===== src/common/lpd_pkg.sv =====
// Package for the panel power, contrast PWM and dithering register block.
package lpd_pkg;

   localparam logic [7:0]  LPD_OFS_FIFO_THRESHOLD  = 8'h00;
   localparam logic [7:0]  LPD_OFS_DP_HALF         = 8'h04;
   localparam logic [7:0]  LPD_OFS_DP_FOUR_SEVENTH = 8'h08;
   localparam logic [7:0]  LPD_OFS_DP_THREE_FIFTH  = 8'h0c;
   localparam logic [7:0]  LPD_OFS_DP_TWO_THIRD    = 8'h10;
   localparam logic [7:0]  LPD_OFS_DP_FIVE_SEVENTH = 8'h14;
   localparam logic [7:0]  LPD_OFS_DP_THREE_QUART  = 8'h18;
   localparam logic [7:0]  LPD_OFS_DP_FOUR_FIFTH   = 8'h1c;
   localparam logic [7:0]  LPD_OFS_DP_SIX_SEVENTH  = 8'h20;
   localparam logic [7:0]  LPD_OFS_POWER_SEQ       = 8'h24;
   localparam logic [7:0]  LPD_OFS_CONTRAST_CTRL   = 8'h28;
   localparam logic [7:0]  LPD_OFS_CONTRAST_VALUE  = 8'h2c;
   localparam logic [7:0]  LPD_OFS_SCAN_CONFIG     = 8'h30;

   localparam logic [15:0] LPD_RST_FIFO_TH  = 16'h0000;
   localparam logic [7:0]  LPD_RST_DP_1_2   = 8'ha5;
   localparam logic [27:0] LPD_RST_DP_4_7   = 28'h5af0fa5;
   localparam logic [19:0] LPD_RST_DP_3_5   = 20'ha5a5f;
   localparam logic [11:0] LPD_RST_DP_2_3   = 12'ha5f;
   localparam logic [27:0] LPD_RST_DP_5_7   = 28'hfaf5fa5;
   localparam logic [15:0] LPD_RST_DP_3_4   = 16'hfaf5;
   localparam logic [19:0] LPD_RST_DP_4_5   = 20'hfaf5f;
   localparam logic [27:0] LPD_RST_DP_6_7   = 28'hf5ffaff;
   localparam logic [6:0]  LPD_RST_GUARD    = 7'h07;
   localparam logic        LPD_RST_PWR_REQ  = 1'h0;
   localparam logic [7:0]  LPD_RST_CONTRAST_COMPARE_VALUE     = 8'h00;

   localparam int          LPD_POS_PWR_REQ  = 0;
   localparam int          LPD_POS_GUARD    = 1;
   localparam int          LPD_POS_BUSY     = 31;
   localparam int          LPD_POS_PS       = 0;
   localparam int          LPD_POS_POL      = 2;
   localparam int          LPD_POS_ENA      = 3;
   localparam int          LPD_POS_DUAL     = 0;
   localparam int          LPD_POS_EFF_SIZE = 16;

   localparam logic [9:0]  LPD_FIFO_WORDS   = 10'h200;

   typedef enum logic [3:0]
   {
      LPD_SEQ_OFF  = 4'b0001,
      LPD_SEQ_UP   = 4'b0010,
      LPD_SEQ_ON   = 4'b0100,
      LPD_SEQ_DOWN = 4'b1000
   } lpd_seq_t;

   function automatic logic [31:0] lpd_merge(input logic [31:0] old_v,
                                             input logic [31:0] new_v,
                                             input logic [3:0]  sel);
      logic [31:0] r;
      r = old_v;
      for (int i = 0; i < 4; i++)
      begin
         if (sel[i])
         begin
            r[i*8 +: 8] = new_v[i*8 +: 8];
         end
      end
      return r;
   endfunction : lpd_merge

endpackage : lpd_pkg


===== src/common/lpd_pwm_if.sv =====
// Interface carrying contrast PWM settings and output between the two modules.
`timescale 1ns/1ps
interface lpd_pwm_if;
   logic [1:0] prescale;
   logic       polarity;
   logic       enable;
   logic [7:0] compare;
   logic       level;

   modport ctrl (output prescale, output polarity, output enable, output compare, input level);
   modport gen  (input prescale, input polarity, input enable, input compare, output level);
endinterface : lpd_pwm_if


===== src/logic/lpd_contrast_pwm.sv =====
// Contrast PWM generator with prescaler, polarity and enable.
`timescale 1ns/1ps
module lpd_contrast_pwm
   import lpd_pkg::*;
(
   input  wire logic clk,
   input  wire logic rst_n,
   lpd_pwm_if.gen    pwm
);

   typedef struct packed
   {
      logic [2:0] pre;
      logic [7:0] cnt;
      logic       level;
   } lpd_pwm_state_t;

   lpd_pwm_state_t q;
   lpd_pwm_state_t d;
   logic [2:0]     last;

   assign pwm.level = q.level;

   always_comb
   begin
      d = q;
      last = 3'((4'd1 << pwm.prescale) - 4'd1);
      if (pwm.enable)
      begin
         if (q.pre >= last)
         begin
            d.pre = 3'h0;
            d.cnt = q.cnt + 8'h01;
         end
         else
         begin
            d.pre = q.pre + 3'h1;
         end
         d.level = pwm.polarity ? (q.cnt < pwm.compare) : !(q.cnt < pwm.compare);
      end
      else
      begin
         // Stopped generator parks at the inactive level so the filter sees no stray pulse.
         d.pre   = 3'h0;
         d.level = !pwm.polarity;
      end
   end

   always_ff @(posedge clk or negedge rst_n)
   begin
      if (!rst_n)
      begin
         q       <= '0;
         // Polarity resets to 0, so the idle level is high; this avoids a low blip on the pin after reset.
         q.level <= 1'b1;
      end
      else
      begin
         q <= d;
      end
   end

endmodule : lpd_contrast_pwm


===== src/logic/lpd_ctrl.sv =====
// Register block, panel power sequencer and contrast control of the display controller.
`timescale 1ns/1ps
module lpd_ctrl
   import lpd_pkg::*;
(
   input  wire logic        CLOCK,
   input  wire logic        RESETN,
   input  wire logic        WB_CYC_I,
   input  wire logic        WB_STB_I,
   input  wire logic        WB_WE_I,
   input  wire logic [7:0]  WB_ADR_I,
   input  wire logic [3:0]  WB_SEL_I,
   input  wire logic [31:0] WB_DAT_I,
   output logic      [31:0] WB_DAT_O,
   output logic             WB_ACK_O,
   input  wire logic        FRAME_TICK,
   input  wire logic        DISPLAY_ACTIVE,
   output logic             PANEL_POWER,
   output logic             PANEL_CTRL_ENABLE,
   output logic             CONTRAST_PWM,
   output logic             DUAL_SCAN_MODE,
   output logic      [9:0]  FIFO_EFFECTIVE_SIZE,
   output logic      [15:0] FIFO_LEVEL_THRESHOLD,
   output logic      [7:0]  DITHER_HALF_PATTERN,
   output logic      [27:0] DITHER_FOUR_SEVENTHS_PATTERN,
   output logic      [19:0] DITHER_THREE_FIFTHS_PATTERN,
   output logic      [11:0] DITHER_TWO_THIRDS_PATTERN,
   output logic      [27:0] DITHER_FIVE_SEVENTHS_PATTERN,
   output logic      [15:0] DITHER_THREE_QUARTERS_PATTERN,
   output logic      [19:0] DITHER_FOUR_FIFTHS_PATTERN,
   output logic      [27:0] DITHER_SIX_SEVENTHS_PATTERN
);

   typedef struct packed
   {
      logic        ack;
      logic [31:0] rdata;
      logic [15:0] fifo_th;
      logic [7:0]  dp_1_2;
      logic [27:0] dp_4_7;
      logic [19:0] dp_3_5;
      logic [11:0] dp_2_3;
      logic [27:0] dp_5_7;
      logic [15:0] dp_3_4;
      logic [19:0] dp_4_5;
      logic [27:0] dp_6_7;
      logic        pwr_req;
      logic [6:0]  guard;
      lpd_seq_t    seq;
      logic [6:0]  frames;
      logic        panel_pwr;
      logic        ctrl_act;
      logic        busy;
      logic [1:0]  ps;
      logic        contrast_output_polarity;
      logic        ena;
      logic [7:0]  contrast_compare_value;
      logic        dual_scan;
      logic [9:0]  eff_size;
      logic        pwm_out;
   } lpd_ctrl_state_t;

   lpd_ctrl_state_t q;
   lpd_ctrl_state_t d;
   logic            rst_meta_q;
   logic            rst_sync_q;
   logic            access;
   logic            wr;
   logic [31:0]     cur;
   logic [31:0]     nxt;

   lpd_pwm_if pwm ();

   lpd_contrast_pwm u_pwm
   (
      .clk   (CLOCK),
      .rst_n (rst_sync_q),
      .pwm   (pwm)
   );

   assign pwm.prescale = q.ps;
   assign pwm.polarity = q.contrast_output_polarity;
   assign pwm.enable   = q.ena;
   assign pwm.compare  = q.contrast_compare_value;

   assign WB_DAT_O                      = q.rdata;
   assign WB_ACK_O                      = q.ack;
   assign PANEL_POWER                   = q.panel_pwr;
   assign PANEL_CTRL_ENABLE             = q.ctrl_act;
   assign CONTRAST_PWM                  = q.pwm_out;
   assign DUAL_SCAN_MODE                = q.dual_scan;
   assign FIFO_EFFECTIVE_SIZE           = q.eff_size;
   assign FIFO_LEVEL_THRESHOLD          = q.fifo_th;
   assign DITHER_HALF_PATTERN           = q.dp_1_2;
   assign DITHER_FOUR_SEVENTHS_PATTERN  = q.dp_4_7;
   assign DITHER_THREE_FIFTHS_PATTERN   = q.dp_3_5;
   assign DITHER_TWO_THIRDS_PATTERN     = q.dp_2_3;
   assign DITHER_FIVE_SEVENTHS_PATTERN  = q.dp_5_7;
   assign DITHER_THREE_QUARTERS_PATTERN = q.dp_3_4;
   assign DITHER_FOUR_FIFTHS_PATTERN    = q.dp_4_5;
   assign DITHER_SIX_SEVENTHS_PATTERN   = q.dp_6_7;

   // The reset is released synchronously so no flop leaves reset on a different edge.
   always_ff @(posedge CLOCK or negedge RESETN)
   begin
      if (!RESETN)
      begin
         rst_meta_q <= 1'b0;
         rst_sync_q <= 1'b0;
      end
      else
      begin
         rst_meta_q <= 1'b1;
         rst_sync_q <= rst_meta_q;
      end
   end

   // Current register image at the addressed offset, used for reads and byte merges.
   always_comb
   begin
      unique case (WB_ADR_I)
         LPD_OFS_FIFO_THRESHOLD  : cur = {16'h0000, q.fifo_th};
         LPD_OFS_DP_HALF         : cur = {24'h000000, q.dp_1_2};
         LPD_OFS_DP_FOUR_SEVENTH : cur = {4'h0, q.dp_4_7};
         LPD_OFS_DP_THREE_FIFTH  : cur = {12'h000, q.dp_3_5};
         LPD_OFS_DP_TWO_THIRD    : cur = {20'h00000, q.dp_2_3};
         LPD_OFS_DP_FIVE_SEVENTH : cur = {4'h0, q.dp_5_7};
         LPD_OFS_DP_THREE_QUART  : cur = {16'h0000, q.dp_3_4};
         LPD_OFS_DP_FOUR_FIFTH   : cur = {12'h000, q.dp_4_5};
         LPD_OFS_DP_SIX_SEVENTH  : cur = {4'h0, q.dp_6_7};
         LPD_OFS_POWER_SEQ       : cur = {q.busy, 23'h000000, q.guard, q.pwr_req};
         LPD_OFS_CONTRAST_CTRL   : cur = {28'h0000000, q.ena, q.contrast_output_polarity, q.ps};
         LPD_OFS_CONTRAST_VALUE  : cur = {24'h000000, q.contrast_compare_value};
         LPD_OFS_SCAN_CONFIG     : cur = {6'h00, q.eff_size, 15'h0000, q.dual_scan};
         default                 : cur = 32'h00000000;
      endcase
   end

   assign access = WB_CYC_I && WB_STB_I && !q.ack;
   assign wr     = access && WB_WE_I;
   assign nxt    = lpd_merge(cur, WB_DAT_I, WB_SEL_I);

   always_comb
   begin
      d = q;
      d.ack = access;
      if (access)
      begin
         d.rdata = cur;
      end
      if (wr)
      begin
         unique case (WB_ADR_I)
            LPD_OFS_FIFO_THRESHOLD  : d.fifo_th = nxt[15:0];
            LPD_OFS_DP_HALF         : d.dp_1_2 = nxt[7:0];
            LPD_OFS_DP_FOUR_SEVENTH : d.dp_4_7 = nxt[27:0];
            LPD_OFS_DP_THREE_FIFTH  : d.dp_3_5 = nxt[19:0];
            LPD_OFS_DP_TWO_THIRD    : d.dp_2_3 = nxt[11:0];
            LPD_OFS_DP_FIVE_SEVENTH : d.dp_5_7 = nxt[27:0];
            LPD_OFS_DP_THREE_QUART  : d.dp_3_4 = nxt[15:0];
            LPD_OFS_DP_FOUR_FIFTH   : d.dp_4_5 = nxt[19:0];
            LPD_OFS_DP_SIX_SEVENTH  : d.dp_6_7 = nxt[27:0];
            LPD_OFS_POWER_SEQ       :
            begin
               d.pwr_req = nxt[LPD_POS_PWR_REQ];
               d.guard   = nxt[LPD_POS_GUARD +: 7];
            end
            LPD_OFS_CONTRAST_CTRL   :
            begin
               d.ps  = nxt[LPD_POS_PS +: 2];
               d.contrast_output_polarity = nxt[LPD_POS_POL];
               d.ena = nxt[LPD_POS_ENA];
            end
            LPD_OFS_CONTRAST_VALUE  : d.contrast_compare_value = nxt[7:0];
            LPD_OFS_SCAN_CONFIG     : d.dual_scan = nxt[LPD_POS_DUAL];
            default                 : d.rdata = q.rdata;
         endcase
      end

      // effective FIFO size by scan mode
      d.eff_size = q.dual_scan ? (LPD_FIFO_WORDS >> 1) : LPD_FIFO_WORDS;

      // Power sequencer acts on the stored bit, so a write is seen one cycle after its ack edge.
      unique case (q.seq)
         LPD_SEQ_OFF :
         begin
            if (q.pwr_req)
            begin
               d.ctrl_act = 1'b1;
               d.frames   = 7'h00;
               d.seq      = LPD_SEQ_UP;
            end
         end
         LPD_SEQ_UP :
         begin
            if (!q.pwr_req)
            begin
               d.frames = 7'h00;
               d.seq    = LPD_SEQ_DOWN;
            end
            else if (q.frames >= q.guard)
            begin
               d.panel_pwr = 1'b1;
               d.seq       = LPD_SEQ_ON;
            end
            else if (FRAME_TICK)
            begin
               d.frames = q.frames + 7'h01;
            end
         end
         LPD_SEQ_ON :
         begin
            if (!q.pwr_req)
            begin
               d.panel_pwr = 1'b0;
               d.frames    = 7'h00;
               d.seq       = LPD_SEQ_DOWN;
            end
         end
         LPD_SEQ_DOWN :
         begin
            if (q.pwr_req)
            begin
               d.frames = 7'h00;
               d.seq    = LPD_SEQ_UP;
            end
            else if (q.frames >= q.guard)
            begin
               d.ctrl_act = 1'b0;
               d.seq      = LPD_SEQ_OFF;
            end
            else if (FRAME_TICK)
            begin
               d.frames = q.frames + 7'h01;
            end
         end
         default :
         begin
            d.panel_pwr = 1'b0;
            d.ctrl_act  = 1'b0;
            d.seq       = LPD_SEQ_OFF;
         end
      endcase

      d.busy    = DISPLAY_ACTIVE || (q.seq == LPD_SEQ_UP) || (q.seq == LPD_SEQ_DOWN);
      d.pwm_out = pwm.level;
   end

   always_ff @(posedge CLOCK or negedge rst_sync_q)
   begin
      if (!rst_sync_q)
      begin
         q           <= '0;
         q.fifo_th   <= LPD_RST_FIFO_TH;
         q.dp_1_2    <= LPD_RST_DP_1_2;
         q.dp_4_7    <= LPD_RST_DP_4_7;
         q.dp_3_5    <= LPD_RST_DP_3_5;
         q.dp_2_3    <= LPD_RST_DP_2_3;
         q.dp_5_7    <= LPD_RST_DP_5_7;
         q.dp_3_4    <= LPD_RST_DP_3_4;
         q.dp_4_5    <= LPD_RST_DP_4_5;
         q.dp_6_7    <= LPD_RST_DP_6_7;
         q.pwr_req   <= LPD_RST_PWR_REQ;
         q.guard     <= LPD_RST_GUARD;
         q.seq       <= LPD_SEQ_OFF;
         q.contrast_compare_value      <= LPD_RST_CONTRAST_COMPARE_VALUE;
         q.eff_size  <= LPD_FIFO_WORDS;
         q.pwm_out   <= 1'b1;
      end
      else
      begin
         q <= d;
      end
   end

endmodule : lpd_ctrl


===== config.mk =====
export PLATFORM = sky130hd
export DESIGN_NAME = lpd_ctrl
export DESIGN_NICKNAME = d
export VERILOG_FILES = /design/src/common/lpd_pkg.sv /design/src/common/lpd_pwm_if.sv /design/src/logic/lpd_contrast_pwm.sv /design/src/logic/lpd_ctrl.sv
export SDC_FILE = /design/constraint.sdc
export NUM_CORES = 1
export LEC_CHECK = 0
export BUFFER_PORTS_ARGS = -buffer_cell sky130_fd_sc_hd__buf_2
export CORE_ASPECT_RATIO = 1.4
export CORE_MARGIN = 2
export CORE_UTILIZATION = 51
export CTS_CLUSTER_SIZE = 10
export DETAILED_ROUTE_END_ITERATION = 12
export GPL_ROUTABILITY_DRIVEN = 0
export PLACE_DENSITY = 0.77
export SYNTH_ARGS = -nofsm -noshare
export SYNTH_HDL_FRONTEND = slang
export SYNTH_HIERARCHICAL = 1
export SYNTH_SLANG_ARGS = --single-unit

===== constraint.sdc =====
create_clock -name CLOCK -period 7.85 [get_ports CLOCK]
set_clock_uncertainty 0.05 [all_clocks]
set_input_delay 1.1775 -clock CLOCK [delete_from_list [all_inputs] [get_ports CLOCK]]
set_output_delay 1.1775 -clock CLOCK [all_outputs]
set_load 0.05 [all_outputs]

Word-level counts from Yosys, hierarchy flattened
Index checks and enable logic that the tools add are counted.
{"block": "word_totals", "ff_bits": 269, "in_bits": 51, "out_inout_bits": 223, "word_cells": 136}
{"block": "op_classes", "n_addsub": 4, "magnitude_cmp": 3, "eq_ne": 25, "shifts": 1, "muxes": 40, "bitwise_logic": 2, "n_reduce_logical": 31}
{"cell": "32-bit one-hot mux with 13 select lines", "n": 1}
{"cell": "216-bit two-way mux", "n": 1}
{"cell": "28-bit two-way mux", "n": 3}
{"cell": "32-bit two-way mux", "n": 2}
{"cell": "8-bit by 6-bit == test with 1-bit output, second input constant", "n": 5}
{"cell": "20-bit two-way mux", "n": 2}
{"cell": "8-bit two-way mux", "n": 5}
{"cell": "11-bit two-way mux", "n": 3}
{"cell": "8-bit by 5-bit == test with 1-bit output, second input constant", "n": 4}
{"cell": "16-bit two-way mux", "n": 2}
{"cell": "7-bit one-hot mux with 4 select lines", "n": 1}
{"cell": "2-bit AND reduction", "n": 14}
{"cell": "12-bit two-way mux", "n": 2}
{"cell": "8-bit by 4-bit == test with 1-bit output, second input constant", "n": 2}
{"cell": "4-bit one-hot mux with 4 select lines", "n": 1}
{"cell": "7-bit two-way mux", "n": 2}
{"cell": "2-bit != test, second input constant", "n": 7}
{"cell": "13-bit OR reduction", "n": 1}
{"cell": "4-bit two-way mux", "n": 3}
{"cell": "4-bit AND reduction", "n": 3}
{"cell": "10-bit two-way mux", "n": 1}
{"cell": "8-bit by 1-bit adder with 8-bit output, second input constant", "n": 1}
{"cell": "8-bit by 3-bit == test with 1-bit output, second input constant", "n": 1}
{"cell": "8-bit zero test", "n": 1}
{"cell": "22 further kinds", "n": 38}

Longest topological paths before layout
Gate-level depths: netlist (run 1).
{"block": "depth", "ltp_word": 5, "mapped_depth": 10}

By module
Netlist (run 1), hierarchy kept.
{"mod": "lpd_ctrl", "instances": 1, "cells_each": 1377, "area_each_um2": 13792.0}
{"mod": "lpd_contrast_pwm", "instances": 1, "cells_each": 78, "area_each_um2": 790.8}

Least setup slack after synthesis (run 1)
No wires, ideal clock.
{"block": "synth_path", "path_type": "in2reg", "from": "input WB_ADR_I[2]", "to": "register q, in the netlist DITHER_THREE_FIFTHS_PATTERN[18]", "arrival_time_ns": 2.777, "required_ns": 7.675, "slack_ns": 4.898, "path_stages": 8, "path_cell_list": "buf_4 -> buf_4 -> buf_6 -> mux2_2 -> a32oi_1 -> o211ai_1 -> mux2_2 -> mux2_2"}
{"block": "synth_via", "elab_chain_cells": 3}
{"element": "from (decl)", "line_no": "lpd_ctrl.sv:11", "text": "input wire logic [7:0] WB_ADR_I,"}
{"element": "8-bit by 6-bit == test with 1-bit output, or another cell as far along", "line_no": "lpd_ctrl.sv:121", "text": "unique case (WB_ADR_I)"}
{"element": "32-bit one-hot mux with 13 select lines", "line_no": "lpd_ctrl.sv:121"}
{"element": "8-bit two-way mux", "line_no": "lpd_pkg.sv:57", "text": "if (sel[i])"}
{"element": "to (decl)", "line_no": "lpd_ctrl.sv:63", "text": "lpd_ctrl_state_t q;"}
Several ways; a longest one is shown, not always the timed one.
A chain may end at the register's enable or synchronous reset.

Worst setup path after layout (run 1)
{"block": "layout_path", "from": "input WB_ADR_I[3]", "to": "register q, in the netlist FIFO_LEVEL_THRESHOLD[0]"}
{"block": "layout_via", "elab_chain_cells": 3}
{"element": "8-bit by 6-bit == test with 1-bit output, or another cell as far along", "line_no": "lpd_ctrl.sv:121"}
{"element": "32-bit one-hot mux with 13 select lines", "line_no": "lpd_ctrl.sv:121"}
{"element": "8-bit two-way mux", "line_no": "lpd_pkg.sv:57"}
Several ways; a longest one is shown, not always the timed one.

==> results.tsv, run 1 <==
stage	metric	value	unit
die	ios	274	
detailed_routing	top_layer_used	met4	
synth	syn_area_per_cell	10.0	um^2
grt	antenna_found_initial	1	
cts	cts_setup_buffers	0	
hold_path	hp-class	reg2reg	
detailed_routing	routed_wl	44300	um
die	core_area	28300	um^2
place	dp_hpwl	30600	um
critical_path	worst_r2r_endpoint	DITHER_FIVE_SEVENTHS_PATTERN[20]	
critical_path	rrSetupSlack	4.60	ns
cells_and_area	layout-drive-gt1-share	35.9	%
detailed_routing	vias	11200	
sta	worstMarginPinSlew	1.26	ns
detailed_routing	wl_met3	3740	um
grt	grt_max_degree	79	
cts	holdBufCountCts	0	
cells_and_area	synthToLayoutAreaGrowth	5.55	%
place	port_buffers	258	
sta	max_slew_margin	15.5	%
place	post-place-ws	3.24	ns
synth	synthFlopType	dfrtp_1	
sta	fmax	247	MHz
power_and_ir_drop	p_per_area	188	nW/um^2
grt	grt_overflow	0	
detailed_routing	drt_iter0_drc	895	
critical_path	r2r_start	WB_ACK_O	
synth	synth_enable_flop_cells	0	
power_and_ir_drop	ir_drop	0.179	mV
critical_path	path_class	in2reg	
synth	synth.distinct_cells	88	
synth	synth_mux_area_share	8.79	%
critical_path	crit_fanout	38	
cells_and_area	final_common_cell	buf_2	
critical_path	ff2ff_path_depth	6	
critical_path	critPathCaptureType	register	
sta	hold_viol	0	
cts	cts_max_path_buffers	3	
grt	track_usage	28.9	%
detailed_routing	wl_per_cell	23.6	um
cts	cts_buffers	30	
synth	yosys_warnings	6	
cts	cts_sinks	258	
die	dieWidth	147	um
cts	clockRootBuffer	clkbuf_16	
detailed_routing	vias_per_cell	5.96	
sta	setup_ws	3.80	ns
critical_path	crit_path_max_incr_delay	0.90	ns
synth	synth_compound_area_share	14.7	%
synth	syn_inst	1455	
synth	synthArstFlopShare	100	%
cells_and_area	layout_common_cells	buf_2 (258), nand2_1 (186), dfrtp_1 (138)	
synth	synth_top_family_by_area	buffers and inverters	
cts	cts_tree	done	
detailed_routing	drtAntennaViolNets	0	
synth	synth.yosys.seq_area_share	45.3	%
synth	synthAdderAreaFrac	1.72	%
cells_and_area	nets	1542	
place	dp.cells	1814	
grt	grt_pass1_vias	11100	
sta	setup_viol	0	
detailed_routing	drc	0	
cts	ctsResizeCount	0	
run_status	status	finished clean	
die	die_h	204	um
grt	grt_pass1_wl	66500	um
cts	clkLatencyLatePin	0.57	ns
detailed_routing	wl_met2	21500	um
power_and_ir_drop	p_leak	0.00711	uW
detailed_routing	firstDrtPassIters	5	
die	rows	73	
critical_path	arrival	4.40	ns
sta	maxSlewViolCount	0	
sta	period_share	51.6	%
synth	ys_seq_elements	258	
hold_path	whs_endpoint	rst_sync_q	
hold_path	whs_path_depth	0	
cells_and_area	fin_cells	1872	
critical_path	cpMaxStageDelayCell	o22ai_1	
hold_path	hold_start	rst_meta_q	
sta	rsz0062_at_grt	false	
synth	syn_area	14600	um^2
cells_and_area	post-route-util	54.4	%
sta	fin_tns_setup	0	ns
synth	synth_xor_area_share	0.661	%
critical_path	start_kind	input port	
sta	period_minus_slack	4.05	ns
cts	cts.clk_slew.worst_paths	0.06	ns
cts	htreeDepth	1	
critical_path	crit_required	8.20	ns
die	start_util	51.5	%
critical_path	crit_chain	buf_2 > buf_4 > or3b_1 > nor3_1 > or4_1 > o22ai_1 > o21ai_1	
synth	synth-simple-area-share	13.7	%
detailed_routing	wl_met1	16300	um
flow_run	max-cap-violations	0	
die	die-area	30000	um^2
[registers in the layout, indices dropped and copies added (netlist names), 2 cells and up]
| name | count |
|---|---|
| WB_DAT_O | 29 |
| DITHER_FIVE_SEVENTHS_PATTERN | 28 |
| DITHER_FOUR_SEVENTHS_PATTERN | 28 |
| DITHER_SIX_SEVENTHS_PATTERN | 28 |
| DITHER_FOUR_FIFTHS_PATTERN | 20 |
| DITHER_THREE_FIFTHS_PATTERN | 20 |
| q | 20 |
| DITHER_THREE_QUARTERS_PATTERN | 16 |
| FIFO_LEVEL_THRESHOLD | 16 |
| DITHER_TWO_THIRDS_PATTERN | 12 |
| u_pwm/q | 11 |
| DITHER_HALF_PATTERN | 8 |
| pwm.compare | 8 |
| FIFO_EFFECTIVE_SIZE | 2 |
| pwm.prescale | 2 |
[worst max path at each step]
stage / startpoint / end / slack [ns]
after floorplan: rst_sync_q / DITHER_FIVE_SEVENTHS_PATTERN[13] / 0.29
after global placement: WB_ADR_I[3] / DITHER_FOUR_SEVENTHS_PATTERN[2] / 3.27
after detailed placement: WB_ADR_I[3] / DITHER_FOUR_SEVENTHS_PATTERN[27] / 3.24
after CTS: WB_ADR_I[3] / DITHER_FOUR_SEVENTHS_PATTERN[27] / 3.82
after global routing: WB_ADR_I[3] / DITHER_THREE_QUARTERS_PATTERN[0] / 3.65
final: WB_ADR_I[3] / FIFO_LEVEL_THRESHOLD[0] / 3.80
[critical path: cells and delay by family]
family          cells  cell delay [ns]
buf+inv             2             0.67
simple gates        3             1.44
compound gates      2             1.10
[cell type report]
| type | count | area (um^2) |
|---|---|---|
| clock inverter | 1 | 8.76 |
| inverter | 28 | 105 |
| sequential | 258 | 6610 |
| antenna | 2 | 5.00 |
| multi-input combinational | 871 | 5850 |
| timing repair buffer | 282 | 1470 |
| fill | 2544 | 12900 |
| clock buffer | 55 | 876 |
| tap | 375 | 469 |
[cells in the mapped netlist (4+ instances only)]
cell | instances | area (um^2)
buf_4 | 228 | 1710
nand2_1 | 186 | 698
dfrtp_1 | 139 | 3480
dfstp_2 | 119 | 3130
o21ai_0 | 119 | 596
mux2_2 | 69 | 777
clkbuf_1 | 49 | 184
mux2i_1 | 37 | 370
nand3_1 | 37 | 185
nor2_1 | 34 | 128
o21ai_1 | 33 | 165
a21oi_1 | 27 | 135
inv_1 | 27 | 101
buf_2 | 23 | 115
ha_1 | 20 | 250
nor2b_1 | 20 | 125
nor3_1 | 20 | 100
o31ai_1 | 19 | 143
a22o_1 | 17 | 149
a32oi_1 | 16 | 140
nand2b_1 | 13 | 81.3
mux2_1 | 10 | 113
nand4_1 | 10 | 62.6
a21o_1 | 9 | 67.6
a22oi_1 | 9 | 67.6
o2bb2ai_1 | 8 | 70.1
or3_1 | 8 | 50.1
or4_1 | 8 | 60.1
xnor2_1 | 8 | 70.1
a2bb2oi_1 | 7 | 61.3
and3_1 | 7 | 43.8
nand3b_1 | 7 | 52.6
o211ai_1 | 7 | 52.6
o22ai_1 | 7 | 43.8
buf_6 | 6 | 67.6
and4_1 | 4 | 35.0
o21a_1 | 4 | 30.0
[cells by family (layout without fill, tap and decap cells)]
family                   after synthesis  after routing
AND/OR/NAND/NOR                      389            389
AO/OA/AOI/OAI                        322            322
buffers and inverters                336            366
XOR/XNOR                              11             11
adder cells (fa/ha/maj)               20             20
other                                  2             14
multiplexers                         117            117
flip-flops                           258            258
[power by group]
group          internal [uW]  switching (uW)
Combinational           56.1             174
Sequential              1350            18.6
Clock                    743             546
[layer usage]
layer	track usage [%]	vias up
li1	-	4957
met1	34.6	5485
met5	0	-
met4	17.2	0
met3	6.38	148
met2	48.0	563
[metrics by stage]
step	hold WS, ns	instance area (um^2)	power, uW
6_report	0.296	15400	2890
5_1_grt	0.304	15400	2980
4_1_cts	0.298	15400	2900
3_5_place_dp	0.286	14500	1620
3_3_place_gp	0.287	14500	1620
2_1_floorplan	0.281	14600	1560
(Power assumes the default switching activity.)
==> run 2, diff against run 1 <==
==> constraint.sdc (replaced) <==
create_clock -name CLOCK -period 3.35 [get_ports CLOCK]
set_clock_uncertainty 0.05 [all_clocks]
set_input_delay 0.5025 -clock CLOCK [delete_from_list [all_inputs] [get_ports CLOCK]]
set_output_delay 0.5025 -clock CLOCK [all_outputs]
set_load 0.05 [all_outputs]
==> results.tsv, run 2 (synthesized netlist as in run 1, its figures left out) <==
stage	metric	value	unit
cts	cts_buffers	30	
sta	period_share	78.5	%
sta	maxSlewViolCount	0	
detailed_routing	wl_per_cell	23.1	um
cts	clkLatencyLatePin	0.56	ns
critical_path	crit_required	3.67	ns
cts	ctsResizeCount	0	
cells_and_area	seq_area	6610	um^2
power_and_ir_drop	ir_drop	0.399	mV
sta	setup_ws	0.722	ns
grt	track_usage	28.6	%
place	place_area	14800	um^2
detailed_routing	drtAntennaViolNets	0	
die	dieWidth	147	um
cts	cts.clk_slew.worst_paths	0.06	ns
place	post-place-ws	0.229	ns
power_and_ir_drop	swShare	25.4	%
grt	grt_overflow	0	
place	dp_hpwl	32300	um
sta	max_slew_margin	18.1	%
flow_run	max-cap-violations	0	
critical_path	start_kind	input port	
power_and_ir_drop	power_switching	1720	uW
die	core_area	28300	um^2
cts	holdBufCountCts	1	
cts	cts_tree	done	
cells_and_area	layout_common_cells	buf_2 (258), nand2_1 (186), dfrtp_1 (138)	
die	rows	73	
cts	clockRootBuffer	clkbuf_16	
cells_and_area	num_antenna_cells	0	
cts	cts_setup_buffers	0	
cells_and_area	nets	1576	
detailed_routing	routed_wl	43900	um
sta	fmax	380	MHz
detailed_routing	firstDrtPassIters	6	
cells_and_area	fin_cells	1902	
power_and_ir_drop	p_per_area	432	nW/um^2
power_and_ir_drop	internal_power	5050	uW
cells_and_area	multi_input_comb_area	5850	um^2
critical_path	path_class	in2reg	
detailed_routing	vias	11300	
power_and_ir_drop	p_seq_share	47.5	%
detailed_routing	drt_iter0_drc	894	
critical_path	arrival	2.95	ns
cells_and_area	largest_reg_flops	29	
sta	period_minus_slack	2.63	ns
grt	grt_max_degree	66	
sta	rsz0062_at_grt	false	
sta	fin_tns_setup	0	ns
grt	grt_pass1_wl	66000	um
die	die_h	204	um
sta	setup_viol	0	
grt	antenna_found_initial	1	
run_status	status	finished clean	
cells_and_area	layout-drive-gt1-share	37.3	%
critical_path	crit_fanout	13	
critical_path	critPathCaptureType	register	
grt	grt_pass1_vias	11200	
place	port_buffers	258	
cts	htreeDepth	1	
power_and_ir_drop	power.share.combinational	8.3	%
place	dp.cells	1847	
cells_and_area	synthToLayoutAreaGrowth	7.49	%
sta	worstMarginPinSlew	1.22	ns
cells_and_area	num-fill-cells	2504	
power_and_ir_drop	clkPwrFrac	44.2	%
die	ios	274	
cells_and_area	final_common_cell	buf_2	
sta	hold_viol	0	
die	die-area	30000	um^2
hold_path	hp-class	in2reg	
detailed_routing	vias_per_cell	5.94	
cts	cts_max_path_buffers	3	
die	start_util	51.5	%
detailed_routing	drc	0	
cts	cts_sinks	258	
power_and_ir_drop	p_leak	0.00728	uW
cells_and_area	stdcell_area	15700	um^2
run 2: cell count changes in the layout (fill, tap and decap cells not counted), sizes merged:
| cell | change |
|---|---|
| buf | +33 |
| clkbuf | -2 |
| diode | -2 |
| dlygate4sd3 | +1 |
run 2: stage by stage:
stage | power [uW] | hold WS, ns | util (%)
floorplan | 3660 | 0.157 | -
global placement | 3810 | 0.239 | 52.2
detailed placement | 3820 | 0.242 | 52.2
CTS | 6790 | 0.193 | 55.4
global route | 6960 | 0.182 | 55.4
finish | 6770 | 0.171 | 55.4
run 2: area by class of cell:
type                       instances  share of cell area (%)
inverter                          28                   0.671
clock buffer                      53                    5.54
tap                              375                    2.99
multi-input combinational        871                    37.3
clock inverter                     1                  0.0559
sequential                       258                    42.2
timing repair buffer             316                    11.3
run 2: final timing paths:
check | slack [ns] | end | depth (start not counted) | start
worst min-delay path | 0.17 | q[24] | 2 | DISPLAY_ACTIVE
max in group asynchronous | 2.00 | DITHER_SIX_SEVENTHS_PATTERN[20] | 1 | rst_sync_q
worst max register to register | 0.78 | pwm.compare[5] | 5 | DITHER_THREE_FIFTHS_PATTERN[5]
worst max-delay path | 0.72 | pwm.compare[5] | 6 | WB_ADR_I[4]
min in group asynchronous | 0.21 | rst_sync_q | 2 | RESETN
worst min register to register | 0.30 | rst_sync_q | 0 | rst_meta_q
run 2: routing by layer:
metal	up-vias	track usage [%]	wire length, um
met3	174	5.51	3620
met5	-	0	13
li1	4995	-	-
met2	617	48.5	21500
met1	5512	33.7	15900
met4	2	17.2	2920
run 2: power by group through the flow:
stage	combinational (uW)	clock, uW	sequential [uW]
2_1_floorplan	368	0	3290
3_3_place_gp	551	0	3260
3_5_place_dp	558	0	3260
4_1_cts	560	3010	3210
5_1_grt	597	3150	3220
6_report	565	2990	3210
run 2: critical path, cell delays in order:
cell	delay, ns
buf_2	0.36
mux2_2	0.43
a221oi_1	0.27
nor3_1	0.10
o31ai_1	1.01
o21ai_0	0.25
==> run 3, diff against run 2 <==
--- a/config.mk
+++ b/config.mk
@@ -8,11 +8,11 @@
 export BUFFER_PORTS_ARGS = -buffer_cell sky130_fd_sc_hd__buf_2
 export CORE_ASPECT_RATIO = 1.4
 export CORE_MARGIN = 2
-export CORE_UTILIZATION = 51
+export CORE_UTILIZATION = 57
 export CTS_CLUSTER_SIZE = 10
 export DETAILED_ROUTE_END_ITERATION = 12
 export GPL_ROUTABILITY_DRIVEN = 0
-export PLACE_DENSITY = 0.77
+export PLACE_DENSITY = 0.82
 export SYNTH_ARGS = -nofsm -noshare
 export SYNTH_HDL_FRONTEND = slang
 export SYNTH_HIERARCHICAL = 1
==> constraint.sdc (replaced) <==
create_clock -name CLOCK -period 2.7 [get_ports CLOCK]
set_clock_uncertainty 0.05 [all_clocks]
set_input_delay 0.405 -clock CLOCK [delete_from_list [all_inputs] [get_ports CLOCK]]
set_output_delay 0.405 -clock CLOCK [all_outputs]
set_load 0.05 [all_outputs]
==> results.tsv, run 3 (synthesized netlist as in run 1, its figures left out) <==
stage	metric	value	unit
critical_path	rrSetupSlack	0.15	ns
critical_path	arrival	2.97	ns
grt	track_usage	32.2	%
grt	grt_max_degree	53	
cts	ctsResizeCount	0	
sta	fin_tns_setup	0	ns
die	core_area	25300	um^2
place	dp_hpwl	32200	um
cts	clockRootBuffer	clkbuf_16	
cells_and_area	num-fill-cells	2008	
die	die-area	26900	um^2
critical_path	crit_required	3.12	ns
cts	cts_tree	done	
cells_and_area	nets	1613	
grt	grt_overflow	0	
die	ios	274	
sta	setup_viol	0	
detailed_routing	routed_wl	44200	um
grt	grt_pass1_vias	11800	
cells_and_area	largest_reg_flops	29	
die	start_util	57.6	%
grt	antenna_found_initial	6	
sta	worstMarginPinSlew	1.05	ns
cts	cts_max_path_buffers	3	
cells_and_area	layout-drive-gt1-share	38.9	%
detailed_routing	drt_iter0_drc	895	
hold_path	hp-class	in2reg	
power_and_ir_drop	ir_drop	0.540	mV
detailed_routing	drtAntennaViolNets	0	
critical_path	crit_fanout	16	
grt	grt_pass1_wl	67600	um
detailed_routing	firstDrtPassIters	5	
cts	htreeDepth	1	
hold_path	whs_path_depth	2	
die	rows	69	
place	place_area	15100	um^2
sta	max_slew_margin	29.8	%
critical_path	ff2ff_path_depth	7	
detailed_routing	drc	0	
sta	fmax	393	MHz
power_and_ir_drop	p_per_area	526	nW/um^2
cts	cts_buffers	30	
critical_path	path_class	reg2reg	
cts	holdBufCountCts	1	
cts	cts.clk_slew.worst_paths	0.06	ns
critical_path	critPathCaptureType	register	
sta	period_share	94.3	%
detailed_routing	vias_per_cell	6.18	
sta	holdWs	0.0112	ns
flow_run	max-cap-violations	0	
cts	cts_setup_buffers	0	
die	die_h	193	um
detailed_routing	vias	11700	
cells_and_area	synthToLayoutAreaGrowth	9.88	%
sta	period_minus_slack	2.55	ns
cells_and_area	final_common_cell	buf_2	
critical_path	start_kind	register	
power_and_ir_drop	p_leak	0.00751	uW
sta	maxSlewViolCount	0	
cells_and_area	layout_common_cells	buf_2 (258), nand2_1 (186), dfrtp_1 (138)	
sta	rsz0062_at_grt	false	
detailed_routing	wl_per_cell	23.4	um
cells_and_area	stdcell_area	16000	um^2
run_status	status	finished clean	
place	port_buffers	258	
cts	cts_sinks	258	
die	dieWidth	139	um
sta	hold_viol	0	
cts	clkLatencyLatePin	0.55	ns
run 3: layout make-up:
type	count	area [um^2]	share of cell area [%]
well taps	319	399	2.49
diodes	3	7.51	0.0468
multi-input cells	871	5850	36.5
clock inverters	2	12.5	0.0781
clock buffers	51	861	5.37
flip-flops and latches	258	6610	41.2
inverters	28	105	0.656
repair buffers	353	2180	13.6
run 3: critical path, stage by stage, from the launching register on:
cell and delay, ns:
dfstp_2 0.55, inv_1 0.04, ha_1 0.29, a21o_1 0.16, a31oi_1 0.19, o21ai_1 0.39
or4_1 0.62, a21oi_1 0.17
run 3: worst paths after layout:
| path | end | start |
|---|---|---|
| worst max-delay path | q[31] | q[40] |
| worst min-delay path | q[24] | DISPLAY_ACTIVE |
| worst max register to register | q[31] | q[40] |
| worst min register to register | rst_sync_q | rst_meta_q |
| max in group asynchronous | DITHER_SIX_SEVENTHS_PATTERN[26] | rst_sync_q |
| min in group asynchronous | rst_sync_q | RESETN |
run 3: metrics by stage:
| step | worst slack, ns | util [%] | power [uW] | std cells |
|---|---|---|---|---|
| after floorplan | 0.127 | - | 4540 | 1465 |
| after global placement | 0.0491 | 59.8 | 4760 | 1828 |
| after detailed placement | 0.0199 | 59.8 | 4780 | 1828 |
| after CTS | 0.163 | 63.3 | 8430 | 1882 |
| after global routing | 0.00856 | 63.3 | 8650 | 1885 |
| final | 0.155 | 63.3 | 8430 | 1885 |
run 3: metal layers:
layer,track usage (%),up-vias,part of all wire [%]
met3,6.51,195,9.0
met4,22.6,6,8.1
met5,0,-,0.077
li1,-,5063,-
met2,52.0,735,47
met1,38.5,5656,35
run 3: power by group:
group | switching, uW | internal [uW] | total (uW)
registers | 59.5 | 3930 | 3990
logic | 515 | 224 | 739
clock network | 1570 | 2140 | 3700
total | 2140 | 6290 | 8430
